**src/core/nvsr_pkg.sv**
```systemverilog
package nvsr_pkg;
  // ***************************************************
  // Geometry
  // ***************************************************
  localparam int ADDR_W = 15;
  localparam int DATA_W = 8;
  localparam int MATCH_W = 14;
  // ***************************************************
  // Trigger addresses
  // ***************************************************
  localparam logic [13:0] SEQ_A0 = 14'h0e38;
  localparam logic [13:0] SEQ_A1 = 14'h31c7;
  localparam logic [13:0] SEQ_A2 = 14'h03e0;
  localparam logic [13:0] SEQ_A3 = 14'h3c1f;
  localparam logic [13:0] SEQ_A4 = 14'h303f;
  localparam logic [13:0] SEQ_SAVE = 14'h0fc0;
  localparam logic [13:0] SEQ_RESTORE = 14'h0c63;
  // ***************************************************
  // Timing
  // ***************************************************
  localparam int CLK_NS = 50;
  localparam int ACCESS_NS = 55;
  localparam int PULSE_NS = 45;
  localparam int SAVE_MS = 10;
  localparam int RESTORE_US = 20;
  localparam int POWERUP_US = 550;
  localparam int ACCESS_CYC = (ACCESS_NS + CLK_NS - 1) / CLK_NS;
  localparam int PULSE_CYC = (PULSE_NS + CLK_NS - 1) / CLK_NS;
  localparam int SAVE_CYC = (SAVE_MS * 1000000 + CLK_NS - 1) / CLK_NS;
  localparam int RESTORE_CYC = (RESTORE_US * 1000 + CLK_NS - 1) / CLK_NS;
  localparam int POWERUP_CYC = (POWERUP_US * 1000 + CLK_NS - 1) / CLK_NS;
  localparam int CNT_W = 24;
  // ***************************************************
  // Operation codes
  // ***************************************************
  typedef enum logic [1:0] {NVSR_READ, NVSR_WRITE, NVSR_SAVE, NVSR_RESTORE} nvsr_op_t;
endpackage

```
**src/core/nvsr_wait.sv**
```systemverilog
`timescale 1ns/1ps
module nvsr_wait #(
  parameter int CNT_W = 24
) (
  input wire logic core_clk,
  input wire logic arst_n,
  input wire logic clk_en,
  input wire logic load,
  input wire logic [CNT_W-1:0] load_val,
  output logic done
);
  logic [CNT_W-1:0] count;
  always_ff @(posedge core_clk or negedge arst_n) begin
    if (!arst_n) begin
      count <= '0;
    end else if (clk_en) begin
      if (load) begin
        count <= load_val;
      end else if (count != '0) begin
        count <= count - 1'b1;
      end
    end
  end
  assign done = (count == '0) && !load;
endmodule

```
**src/core/nvsr_host.sv**
```systemverilog
// Operation
// - Reads keep write enable high and writes drive it low.
// - Save is issued as five trigger reads followed by a read of the save address.
// - Restore is issued as five trigger reads followed by a read of the restore address.
// - The six trigger addresses go out in order on consecutive accesses.
// - All six trigger accesses are reads.
// - Each trigger step is one chip-enable pulse with write enable high.
// - No other access is let in between trigger steps.
`timescale 1ns/1ps
module nvsr_host #(
  parameter int SAVE_CYC = nvsr_pkg::SAVE_CYC,
  parameter int RESTORE_CYC = nvsr_pkg::RESTORE_CYC,
  parameter int POWERUP_CYC = nvsr_pkg::POWERUP_CYC
) (
  input wire logic core_clk,
  input wire logic arst_n,
  input wire logic clk_en,
  input wire logic power_good,
  input wire logic req_valid,
  output logic req_ready,
  input wire nvsr_pkg::nvsr_op_t req_op,
  input wire logic [nvsr_pkg::ADDR_W-1:0] req_addr,
  input wire logic [nvsr_pkg::DATA_W-1:0] req_wdata,
  output logic rsp_valid,
  output logic [nvsr_pkg::DATA_W-1:0] rsp_rdata,
  output logic busy,
  output logic [nvsr_pkg::ADDR_W-1:0] address_in,
  output logic chip_enable_n,
  output logic output_enable_n,
  output logic write_enable_n,
  input wire logic [nvsr_pkg::DATA_W-1:0] data_io_in,
  output logic [nvsr_pkg::DATA_W-1:0] data_io_out,
  output logic data_io_oe_n
);
  typedef enum logic [2:0] {ST_POWERUP, ST_IDLE, ST_SETUP, ST_PULSE, ST_GAP, ST_WAIT} nvsr_state_t;

  // ***************************************************
  // Input synchronisers
  // ***************************************************
  logic pg_meta, pg_sync, pg_last;
  logic [nvsr_pkg::DATA_W-1:0] dq_meta, dq_sync;
  always_ff @(posedge core_clk or negedge arst_n) begin
    if (!arst_n) begin
      pg_meta <= 1'b0;
      pg_sync <= 1'b0;
      pg_last <= 1'b0;
      dq_meta <= '0;
      dq_sync <= '0;
    end else if (clk_en) begin
      pg_meta <= power_good;
      pg_sync <= pg_meta;
      pg_last <= pg_sync;
      dq_meta <= data_io_in;
      dq_sync <= dq_meta;
    end
  end
  logic pg_rise, pg_low;
  assign pg_rise = pg_sync && !pg_last;
  assign pg_low = !pg_sync;

  function automatic logic [13:0] seq_addr(input logic [2:0] step, input nvsr_pkg::nvsr_op_t op);
    unique case (step)
      3'h0: seq_addr = nvsr_pkg::SEQ_A0;
      3'h1: seq_addr = nvsr_pkg::SEQ_A1;
      3'h2: seq_addr = nvsr_pkg::SEQ_A2;
      3'h3: seq_addr = nvsr_pkg::SEQ_A3;
      3'h4: seq_addr = nvsr_pkg::SEQ_A4;
      default: seq_addr = (op == nvsr_pkg::NVSR_SAVE) ? nvsr_pkg::SEQ_SAVE : nvsr_pkg::SEQ_RESTORE;
    endcase
  endfunction

  // ***************************************************
  // Sequencer
  // ***************************************************
  nvsr_state_t state;
  nvsr_pkg::nvsr_op_t op;
  logic [2:0] step;
  logic [1:0] phase;
  logic [nvsr_pkg::DATA_W-1:0] wdata;
  logic wait_load, wait_done;
  logic [nvsr_pkg::CNT_W-1:0] wait_val;
  logic is_seq, last_step;
  assign is_seq = (op == nvsr_pkg::NVSR_SAVE) || (op == nvsr_pkg::NVSR_RESTORE);
  assign last_step = !is_seq || (step == 3'h5);
  assign req_ready = (state == ST_IDLE) && pg_sync;
  assign busy = (state != ST_IDLE);

  always_comb begin
    wait_load = 1'b0;
    wait_val = nvsr_pkg::CNT_W'(POWERUP_CYC);
    if (pg_rise) begin
      wait_load = 1'b1;
    end else if (state == ST_GAP && phase == 2'd0 && last_step && is_seq) begin
      wait_load = 1'b1;
      wait_val = (op == nvsr_pkg::NVSR_SAVE) ? nvsr_pkg::CNT_W'(SAVE_CYC) : nvsr_pkg::CNT_W'(RESTORE_CYC);
    end
  end

  nvsr_wait #(.CNT_W(nvsr_pkg::CNT_W)) u_wait (
    .core_clk(core_clk),
    .arst_n(arst_n),
    .clk_en(clk_en),
    .load(wait_load),
    .load_val(wait_val),
    .done(wait_done)
  );

  always_ff @(posedge core_clk or negedge arst_n) begin
    if (!arst_n) begin
      state <= ST_POWERUP;
      op <= nvsr_pkg::NVSR_READ;
      step <= 3'h0;
      phase <= 2'd0;
      wdata <= '0;
      address_in <= '0;
    end else if (clk_en) begin
      if (pg_low) begin
        state <= ST_POWERUP;
      end else begin
        unique case (state)
          ST_POWERUP: if (wait_done && !pg_rise) state <= ST_IDLE;
          ST_IDLE: if (req_valid) begin
            op <= req_op;
            step <= 3'h0;
            wdata <= req_wdata;
            if (req_op == nvsr_pkg::NVSR_SAVE || req_op == nvsr_pkg::NVSR_RESTORE) begin
              address_in <= {1'b0, seq_addr(3'h0, req_op)};
            end else begin
              address_in <= req_addr;
            end
            state <= ST_SETUP;
          end
          ST_SETUP: begin
            phase <= 2'd0;
            state <= ST_PULSE;
          end
          ST_PULSE: begin
            if (phase == 2'(nvsr_pkg::ACCESS_CYC)) begin
              phase <= 2'd0;
              state <= ST_GAP;
            end else begin
              phase <= phase + 2'd1;
            end
          end
          ST_GAP: begin
            if (last_step) begin
              state <= is_seq ? ST_WAIT : ST_IDLE;
            end else begin
              step <= step + 3'h1;
              address_in <= {1'b0, seq_addr(step + 3'h1, op)};
              state <= ST_SETUP;
            end
          end
          ST_WAIT: if (wait_done) state <= ST_IDLE;
          default: state <= ST_POWERUP;
        endcase
      end
    end
  end

  // ***************************************************
  // Pin drive
  // ***************************************************
  logic writing;
  assign writing = (op == nvsr_pkg::NVSR_WRITE);
  always_ff @(posedge core_clk or negedge arst_n) begin
    if (!arst_n) begin
      chip_enable_n <= 1'b1;
      write_enable_n <= 1'b1;
      output_enable_n <= 1'b1;
      data_io_oe_n <= 1'b1;
      data_io_out <= '0;
    end else if (clk_en) begin
      // one chip-enable pulse per access
      // Chip enable lags one cycle so write enable is settled before it falls
      chip_enable_n <= !(state == ST_PULSE && phase != 2'(nvsr_pkg::ACCESS_CYC));
      // write enable only for writes, set before chip enable
      write_enable_n <= !(writing && (state == ST_SETUP || (state == ST_PULSE && phase != 2'(nvsr_pkg::ACCESS_CYC))));
      output_enable_n <= !(!writing && (state == ST_SETUP || state == ST_PULSE) && phase != 2'(nvsr_pkg::ACCESS_CYC));
      data_io_oe_n <= !(writing && (state == ST_SETUP || state == ST_PULSE));
      data_io_out <= wdata;
    end
  end

  always_ff @(posedge core_clk or negedge arst_n) begin
    if (!arst_n) begin
      rsp_valid <= 1'b0;
      rsp_rdata <= '0;
    end else if (clk_en) begin
      rsp_valid <= (state == ST_GAP) && last_step && !is_seq;
      if (state == ST_GAP && !writing) rsp_rdata <= dq_sync;
    end
  end
endmodule

```
**config.mk**
```make
export PLATFORM = sky130hd
export DESIGN_NAME = nvsr_host
export DESIGN_NICKNAME = d
export VERILOG_FILES = /design/src/core/nvsr_pkg.sv /design/src/core/nvsr_wait.sv /design/src/core/nvsr_host.sv
export SDC_FILE = /design/constraint.sdc
export NUM_CORES = 1
export LEC_CHECK = 0
export BUFFER_PORTS_ARGS = -buffer_cell sky130_fd_sc_hd__buf_2
export CORE_ASPECT_RATIO = 2
export CORE_MARGIN = 2
export CORE_UTILIZATION = 53
export CTS_BUF_LIST = sky130_fd_sc_hd__clkbuf_8
export CTS_CLUSTER_SIZE = 28
export DETAILED_ROUTE_END_ITERATION = 8
export PLACE_DENSITY = 0.78
export SLEW_MARGIN = 20
export SYNTH_ARGS = -nofsm -noshare
export SYNTH_HDL_FRONTEND = slang
export SYNTH_HIERARCHICAL = 1
export SYNTH_SLANG_ARGS = --single-unit
```
**constraint.sdc**
```tcl
create_clock -name core_clk -period 2.6 [get_ports core_clk]
set_clock_uncertainty 0.05 [all_clocks]
set_input_delay 0.13 -clock core_clk [delete_from_list [all_inputs] [get_ports core_clk]]
set_output_delay 0.13 -clock core_clk [all_outputs]
set_load 0.01 [all_outputs]
```
==> results by group, run 1 <==
Clock tree
  • CTS Buf Count: 9
  • Clock sinks: between 90 and 100
  • Deepest level of the CTS H-tree: 3
  • Clock-pin transition on the worst setup and hold timing paths: approximately 0.10 ns
  • CTS tree: built
  • Clock root cell: clkbuf_8
  • Later-pin clock latency in the skew report: ~0.38 ns
  • Clk buf depth: 2

Power and ir drop
  • Static Leak: around 2.7 nW
  • Reg power frac: 0.483
  • Total internal power: a little under 3 mW
  • Comb power frac: 0.319
  • Sw frac: 0.3628
  • Clock power share: 0.198
  • Pwr dens: between 700 and 800 nW/um^2
  • Maximum vdd ir drop: about 0.63 mV
  • Psw: about 1.7 mW

Floorplan
  • Die footprint: slightly above 10000 um^2
  • Core Footprint: between 9000 and 10000 um^2
  • Initial Util: 0.5358
  • Rows: 50
  • Die width: roughly 72 um
  • IO Pins: 76
  • Die height: ~140 um

GRT
  • Largest net degree at the start of global routing: a little under 60
  • Vias in the first global route: approximately 4300
  • Total GRT Usage: 0.2516
  • First-pass GRT wire length: ~20000 um
  • Gr ovfl total: 0
  • Initial antenna violation count: 0

Finish
  • # diodes: 0
  • Post-Route Utilization: 0.6476
  • Synthesis-to-finish area growth: 20.86%
  • Final std cells w/o fill: 694
  • Design area: about 6000 um^2
  • Share of cells above drive strength 1: 0.3034
  • Nets: 631

Drt
  • WL final: 12380 um
  • Via-per-instance ratio: just over 6
  • Vias: ~4200
  • 1st-pass router iterations: 5
  • DR iter-0 viols: 290
  • # DRC: 0
  • ANT nets after route: 0
  • Wire per inst: 17.84 um

Critical path
  • Path type of the worst setup path: register to register
  • Worst Path Required: 2.82 ns
  • Worst setup startpoint: u_wait/count[17]
  • Reg2reg start: u_wait/count[17]
  • CP arrival: between 2 and 3 ns
  • FF-to-FF End: state[0]
  • Worst R2R Setup Slack: ~0.073 ns
  • CP Capture Type: register
  • R2R depth: 7
  • Critical Path Source Type: register
  • CP max FO: 6

Run
  • Max Cap Viol: 0

Timing
  • Final Critical Period: about 2.5 ns
  • Slew Limit Fails: 0
  • Final worst path period share: 0.9718
  • Worst hold margin: between 0.01 and 0.015 ns
  • RSZ-0062 raised after global routing: yes
  • # setup viols final: 0
  • Least-Margin Pin Slew: 0.6230 ns
  • Final Hold Viols: 0
  • Max Clk Rate: 395.8 MHz
  • Max_slew headroom: 0.5815

Synthesis
  • Number of synthesized flops with an enable pin: 0
  • Syn Area/Cell: around 11 um^2
  • Asr flop ratio synth: 1.000
  • Synth Flop Type: dfrtp_1
  • Yosys reg bits: 97
  • Mapped Area: roughly 5000 um^2
  • Seq/Total Area, Yosys: 0.4903
  • Ys Warns: 6
  • Netlist cell types: 68
  • Syn Inst Count: approximately 470

Place
  • GPL Wtd Cong: roughly 0.9
  • Detailed placement HPWL: about 8500 um
  • DP Area: 5532 um^2
  • PortBufs: 75
  • Dpl cells: between 600 and 700

Status
  • Status: finished clean

Min path
  • Worst hold path class: primary input to register
  • Hold Path Cell Cnt: 3
  • Hold EP: address_in[4]
  • HP Start: req_addr[4]
-- how the worst max path moves through the flow --
stage                             endpoint  slack (ns)
after global routing      u_wait/count[20]       -0.03
after global placement    u_wait/count[18]        0.15
after detailed placement   u_wait/count[0]        0.09
final                             state[0]        0.07
after floorplan           u_wait/count[18]        0.15
after CTS                  u_wait/count[0]        0.08
-- cell usage after synthesis (2+ instances only) --
library cell,count,area share
inv_1,15,0.011
nand3b_1,2,0.0030
buf_4,3,0.0045
o22ai_1,5,0.0063
nand4_1,5,0.0063
o32a_1,2,0.0040
a211oi_1,2,0.0030
a41oi_1,2,0.0035
mux2_2,45,0.10
buf_6,3,0.0068
o2111ai_1,2,0.0035
a22oi_1,4,0.0061
nand3_1,5,0.0050
a22o_1,2,0.0035
or3_1,6,0.0076
o21ai_1,2,0.0020
dfstp_2,4,0.021
o21ai_0,34,0.034
ha_1,8,0.020
a32oi_1,3,0.0053
nor3b_1,2,0.0030
a21oi_1,38,0.038
and3_1,2,0.0025
or4_1,5,0.0076
buf_1,2,0.0015
nand2_1,22,0.017
mux2_4,3,0.0091
o31ai_1,3,0.0045
mux2i_1,3,0.0061
nor3_1,21,0.021
or4_4,2,0.0045
nand2b_1,7,0.0088
and2_1,6,0.0076
a31oi_1,9,0.011
dfrtp_1,93,0.47
nor2_1,31,0.023
nor2b_1,4,0.0050
o2bb2ai_1,6,0.011
nor4_1,9,0.011
buf_2,7,0.0071
clkbuf_1,15,0.011
-- cell families (layout without fill, tap and decap cells) --
family,count (synthesis),count (layout),synth area share
AND/OR/NAND/NOR,138,138,0.1576
other,1,12,0.0007559
AO/OA/AOI/OAI,130,130,0.1695
flip-flops,97,97,0.4903
buffers and inverters,45,153,0.04262
adder cells (fa/ha/maj),8,8,0.02018
XOR/XNOR,1,1,0.001766
multiplexers,51,51,0.1173
-- layout make-up --
type                       instances  area, um^2
clock buffer                       9       123.9
clock inverter                     7       53.80
fill                             717        3263
inverter                          15       56.30
multi-input combinational        340        2390
sequential                        97        2432
tap                              104       130.1
timing repair buffer             122       809.5
-- critical path, stage by stage (launching register included) --
cell and delay, ns:
dfrtp_1 0.44, or4_1 0.54, or4_1 0.44, nor3_1 0.25
nor2_1 0.07, a21oi_1 0.22, a41oi_1 0.16, a41o_1 0.24
-- metal layers --
layer / vias up / routed length, um / track usage
met3: 33 / 473 / 0.04646
met5: - / 0 / 0
met1: 2105 / 4572 / 0.2878
met2: 138 / 6932 / 0.4413
met4: 0 / 403 / 0.1209
li1: 1954 / - / -
-- cell usage in the layout (no fill, tap or decap), types with 8 or more instances in the layout --
cell,instances
buf_2,74
dfrtp_1,93
clkbuf_8,9
mux2_2,45
o21ai_0,34
inv_1,16
nor4_1,9
conb_1,12
dlygate4sd3_1,25
nor3_1,21
nor2_1,31
nand2_1,22
a21oi_1,38
ha_1,8
buf_4,21
a31oi_1,9
-- timing repair --
action	CTS	global route
hold buffers	25	0
endpoints found under the setup margin	0	15
gates resized for setup	0	5
endpoints found under the hold margin	63	0
buffers inserted	0	1
-- through the flow --
step,setup TNS [ns],setup slack [ns],total power [mW]
2_1_floorplan,0,0.1502,3.122
3_3_place_gp,0,0.1512,3.573
3_5_place_dp,0,0.09153,3.667
4_1_cts,0,0.08242,4.603
5_1_grt,-0.04882,-0.02861,4.882
6_report,0,0.07325,4.611
-- sequential cells by signal, indices dropped and copies added (netlist names) --
signal	count
pg_last	1
output_enable_n	1
chip_enable_n	1
data_io_out	8
address_in	15
op	2
write_enable_n	1
pg_sync	1
step	3
state	3
wdata	8
rsp_valid	1
dq_sync	8
dq_meta	8
rsp_rdata	8
u_wait/count	24
phase	2
pg_meta	1
data_io_oe_n	1
-- power groups by stage --
| stage | clock network [mW] | registers (mW) | logic [mW] |
|---|---|---|---|
| 2_1_floorplan | 0 | 2.24 | 0.878 |
| 3_3_place_gp | 0 | 2.21 | 1.36 |
| 3_5_place_dp | 0 | 2.25 | 1.42 |
| 4_1_cts | 0.930 | 2.22 | 1.45 |
| 5_1_grt | 0.986 | 2.28 | 1.62 |
| 6_report | 0.913 | 2.23 | 1.47 |
No activity file was read; power rests on OpenSTA's default activity.
==> run 2: changes to the inputs <==
--- a/config.mk
+++ b/config.mk
@@ -5,14 +5,18 @@
 export SDC_FILE = /design/constraint.sdc
 export NUM_CORES = 1
 export LEC_CHECK = 0
+export ABC_CLOCK_PERIOD_IN_PS = 2600
 export BUFFER_PORTS_ARGS = -buffer_cell sky130_fd_sc_hd__buf_2
+export CELL_PAD_IN_SITES_DETAIL_PLACEMENT = 2
+export CELL_PAD_IN_SITES_GLOBAL_PLACEMENT = 2
 export CORE_ASPECT_RATIO = 2
 export CORE_MARGIN = 2
-export CORE_UTILIZATION = 53
+export CORE_UTILIZATION = 34
 export CTS_BUF_LIST = sky130_fd_sc_hd__clkbuf_8
 export CTS_CLUSTER_SIZE = 28
 export DETAILED_ROUTE_END_ITERATION = 8
-export PLACE_DENSITY = 0.78
+export PLACE_DENSITY_LB_ADDON = 0.1
+export RECOVER_POWER = 25
 export SLEW_MARGIN = 20
 export SYNTH_ARGS = -nofsm -noshare
 export SYNTH_HDL_FRONTEND = slang
==> run 2 against run 1 <==
Power up 2.3%. Combinational power grew 3%. Clock-buffer cell count unchanged. Critical path depth fell by 2. Sequential share of layout area decreased by 0.99 points. Die area increased by 53%. Hold slack gained 0.012 ns. Final cell count is 13% higher. Worst setup slack gained 0.039 ns. Routed wire length is 21% higher. Clock power rose by 8.0%.
==> results by group, run 2 (synthesis gave the netlist of run 1 again) <==
Critical path
  • FF-to-FF End: u_wait/count[18]
  • R2R depth: 5
  • CP max FO: 5
  • CP arrival: 2.75 ns
  • Worst R2R Setup Slack: approximately 0.11 ns
  • Critical Path Source Type: register
  • Reg2reg start: u_wait/count[13]
  • Path type of the worst setup path: register to register
  • CP Capture Type: register
  • Worst Path Required: ~2.9 ns

Finish
  • # fillers: 1562
  • Synthesis-to-finish area growth: 23.88%
  • Largest Register: u_wait/count
  • Top flop regs: u_wait/count x24, address_in x15
  • Most common cell after layout, fill and taps aside: dfrtp_1
  • Final std cells w/o fill: 785
  • # diodes: 0
  • Share of cells above drive strength 1: 0.3153
  • Commonest non-fill, non-tap cells in the layout: dfrtp_1 (93), buf_2 (74), mux2_2 (45)
  • Nets: 634
  • Largest register FFs: 24

Floorplan
  • Initial Util: 0.3457
  • IO Pins: 76
  • Rows: 62
  • Die width: 89.42 um
  • Die footprint: 15630 um^2
  • Core Footprint: around 14000 um^2
  • Die height: 174.8 um

Drt
  • ANT nets after route: 0
  • Wire per inst: 19.05 um
  • Vias: between 4000 and 5000
  • # DRC: 0
  • DR iter-0 viols: 110
  • WL final: roughly 15000 um
  • 1st-pass router iterations: 4
  • Via-per-instance ratio: ~5.3

Min path
  • HP Start: req_addr[4]
  • Hold Path Cell Cnt: 3
  • Worst hold path class: primary input to register
  • Hold EP: address_in[4]

Timing
  • # setup viols final: 0
  • Final Critical Period: 2.488 ns
  • Final Hold Viols: 0
  • Setup ws final: ~0.11 ns
  • Final worst path period share: 0.9570
  • Slew Limit Fails: 0
  • Least-Margin Pin Slew: roughly 1.2 ns
  • Max_slew headroom: 0.1937
  • Max Clk Rate: 401.9 MHz
  • Setup tns final: 0 ns

Run
  • Max Cap Viol: 0

Place
  • Setup slack after placement: approximately 0.042 ns
  • Detailed placement HPWL: around 11000 um
  • Dpl cells: approximately 750
  • GPL Wtd Cong: just under 0.8
  • PortBufs: 75

Power and ir drop
  • Pwr dens: 767.8 nW/um^2
  • Static Leak: around 2.8 nW
  • Tot Pwr: 4.719 mW
  • Maximum vdd ir drop: around 0.4 mV

GRT
  • Vias in the first global route: around 4800
  • First-pass GRT wire length: approximately 25000 um
  • Largest net degree at the start of global routing: between 50 and 60
  • Initial antenna violation count: 0
  • Gr ovfl total: 0
  • Total GRT Usage: 0.2049

Clock tree
  • CTS tree: built
  • Clock root cell: clkbuf_8
  • Clk buf depth: 2
  • Deepest level of the CTS H-tree: 3
  • CTS Buf Count: 9
  • Clock sinks: 97
  • Later-pin clock latency in the skew report: between 0.3 and 0.4 ns
  • Post-CTS Setup Bufs: 0
  • Clock-pin transition on the worst setup and hold timing paths: about 0.11 ns

Status
  • Status: finished clean
[run 2: repair_timing]
action	in CTS	in global routing
endpoints found under the setup margin	0	10
resized for setup	0	4
hold endpoints to repair	62	0
hold buffers	24	0
[run 2: area by class of cell]
class | count | area [um^2] | share of cell area
flip-flops and latches | 97 | 2432 | 0.3958
repair buffers | 125 | 839.6 | 0.1366
clock inverters | 7 | 72.57 | 0.01181
multi-input cells | 340 | 2381 | 0.3874
inverters | 15 | 56.30 | 0.009161
well taps | 192 | 240.2 | 0.03909
clock buffers | 9 | 123.9 | 0.02015
[run 2: how the worst max path moves through the flow]
stage / start / endpoint / slack (ns) / cells past startpoint
2_1_floorplan: u_wait/count[13] / u_wait/count[18] / 0.15 / 6
6_report: u_wait/count[13] / u_wait/count[18] / 0.11 / 5
3_5_place_dp: u_wait/count[19] / state[0] / 0.04 / 7
5_1_grt: step[1] / state[0] / -0.01 / 11
4_1_cts: u_wait/count[19] / state[0] / 0.007 / 7
3_3_place_gp: u_wait/count[19] / state[0] / 0.09 / 7
[run 2: through the flow]
stage / utilization / area [um^2] / hold WS, ns
6_report: 0.4282 / 6146 / 0.02625
5_1_grt: 0.4282 / 6146 / 0.01507
4_1_cts: 0.4276 / 6136 / 0.006770
3_5_place_dp: 0.3971 / 5699 / 0.1391
3_3_place_gp: 0.3971 / 5699 / 0.1341
2_1_floorplan: - / 5002 / -0.2156
[run 2: power breakdown]
part	internal [mW]	switching [mW]	leakage [nW]
registers	1.90	0.314	1.22
logic	0.688	0.826	1.46
clock network	0.377	0.609	0.101
total	2.97	1.75	2.78
[run 2: layer usage]
layer / up-vias / GRT usage / part of all wire / wire length [um]
met4: 0 / 0.07090 / 0.024 / 353
met2: 57 / 0.3988 / 0.60 / 8934
met5: - / 0 / 0 / 0
met3: 21 / 0.03070 / 0.021 / 318
li1: 1948 / - / - / -
met1: 2147 / 0.2092 / 0.36 / 5351
[run 2: worst max-delay path: stages (launching register included)]
cell     delay (ns)
dfrtp_1        0.41
or4_4          0.58
or3_1          0.39
or4_4          0.51
or4_1          0.41
nand3_1        0.09
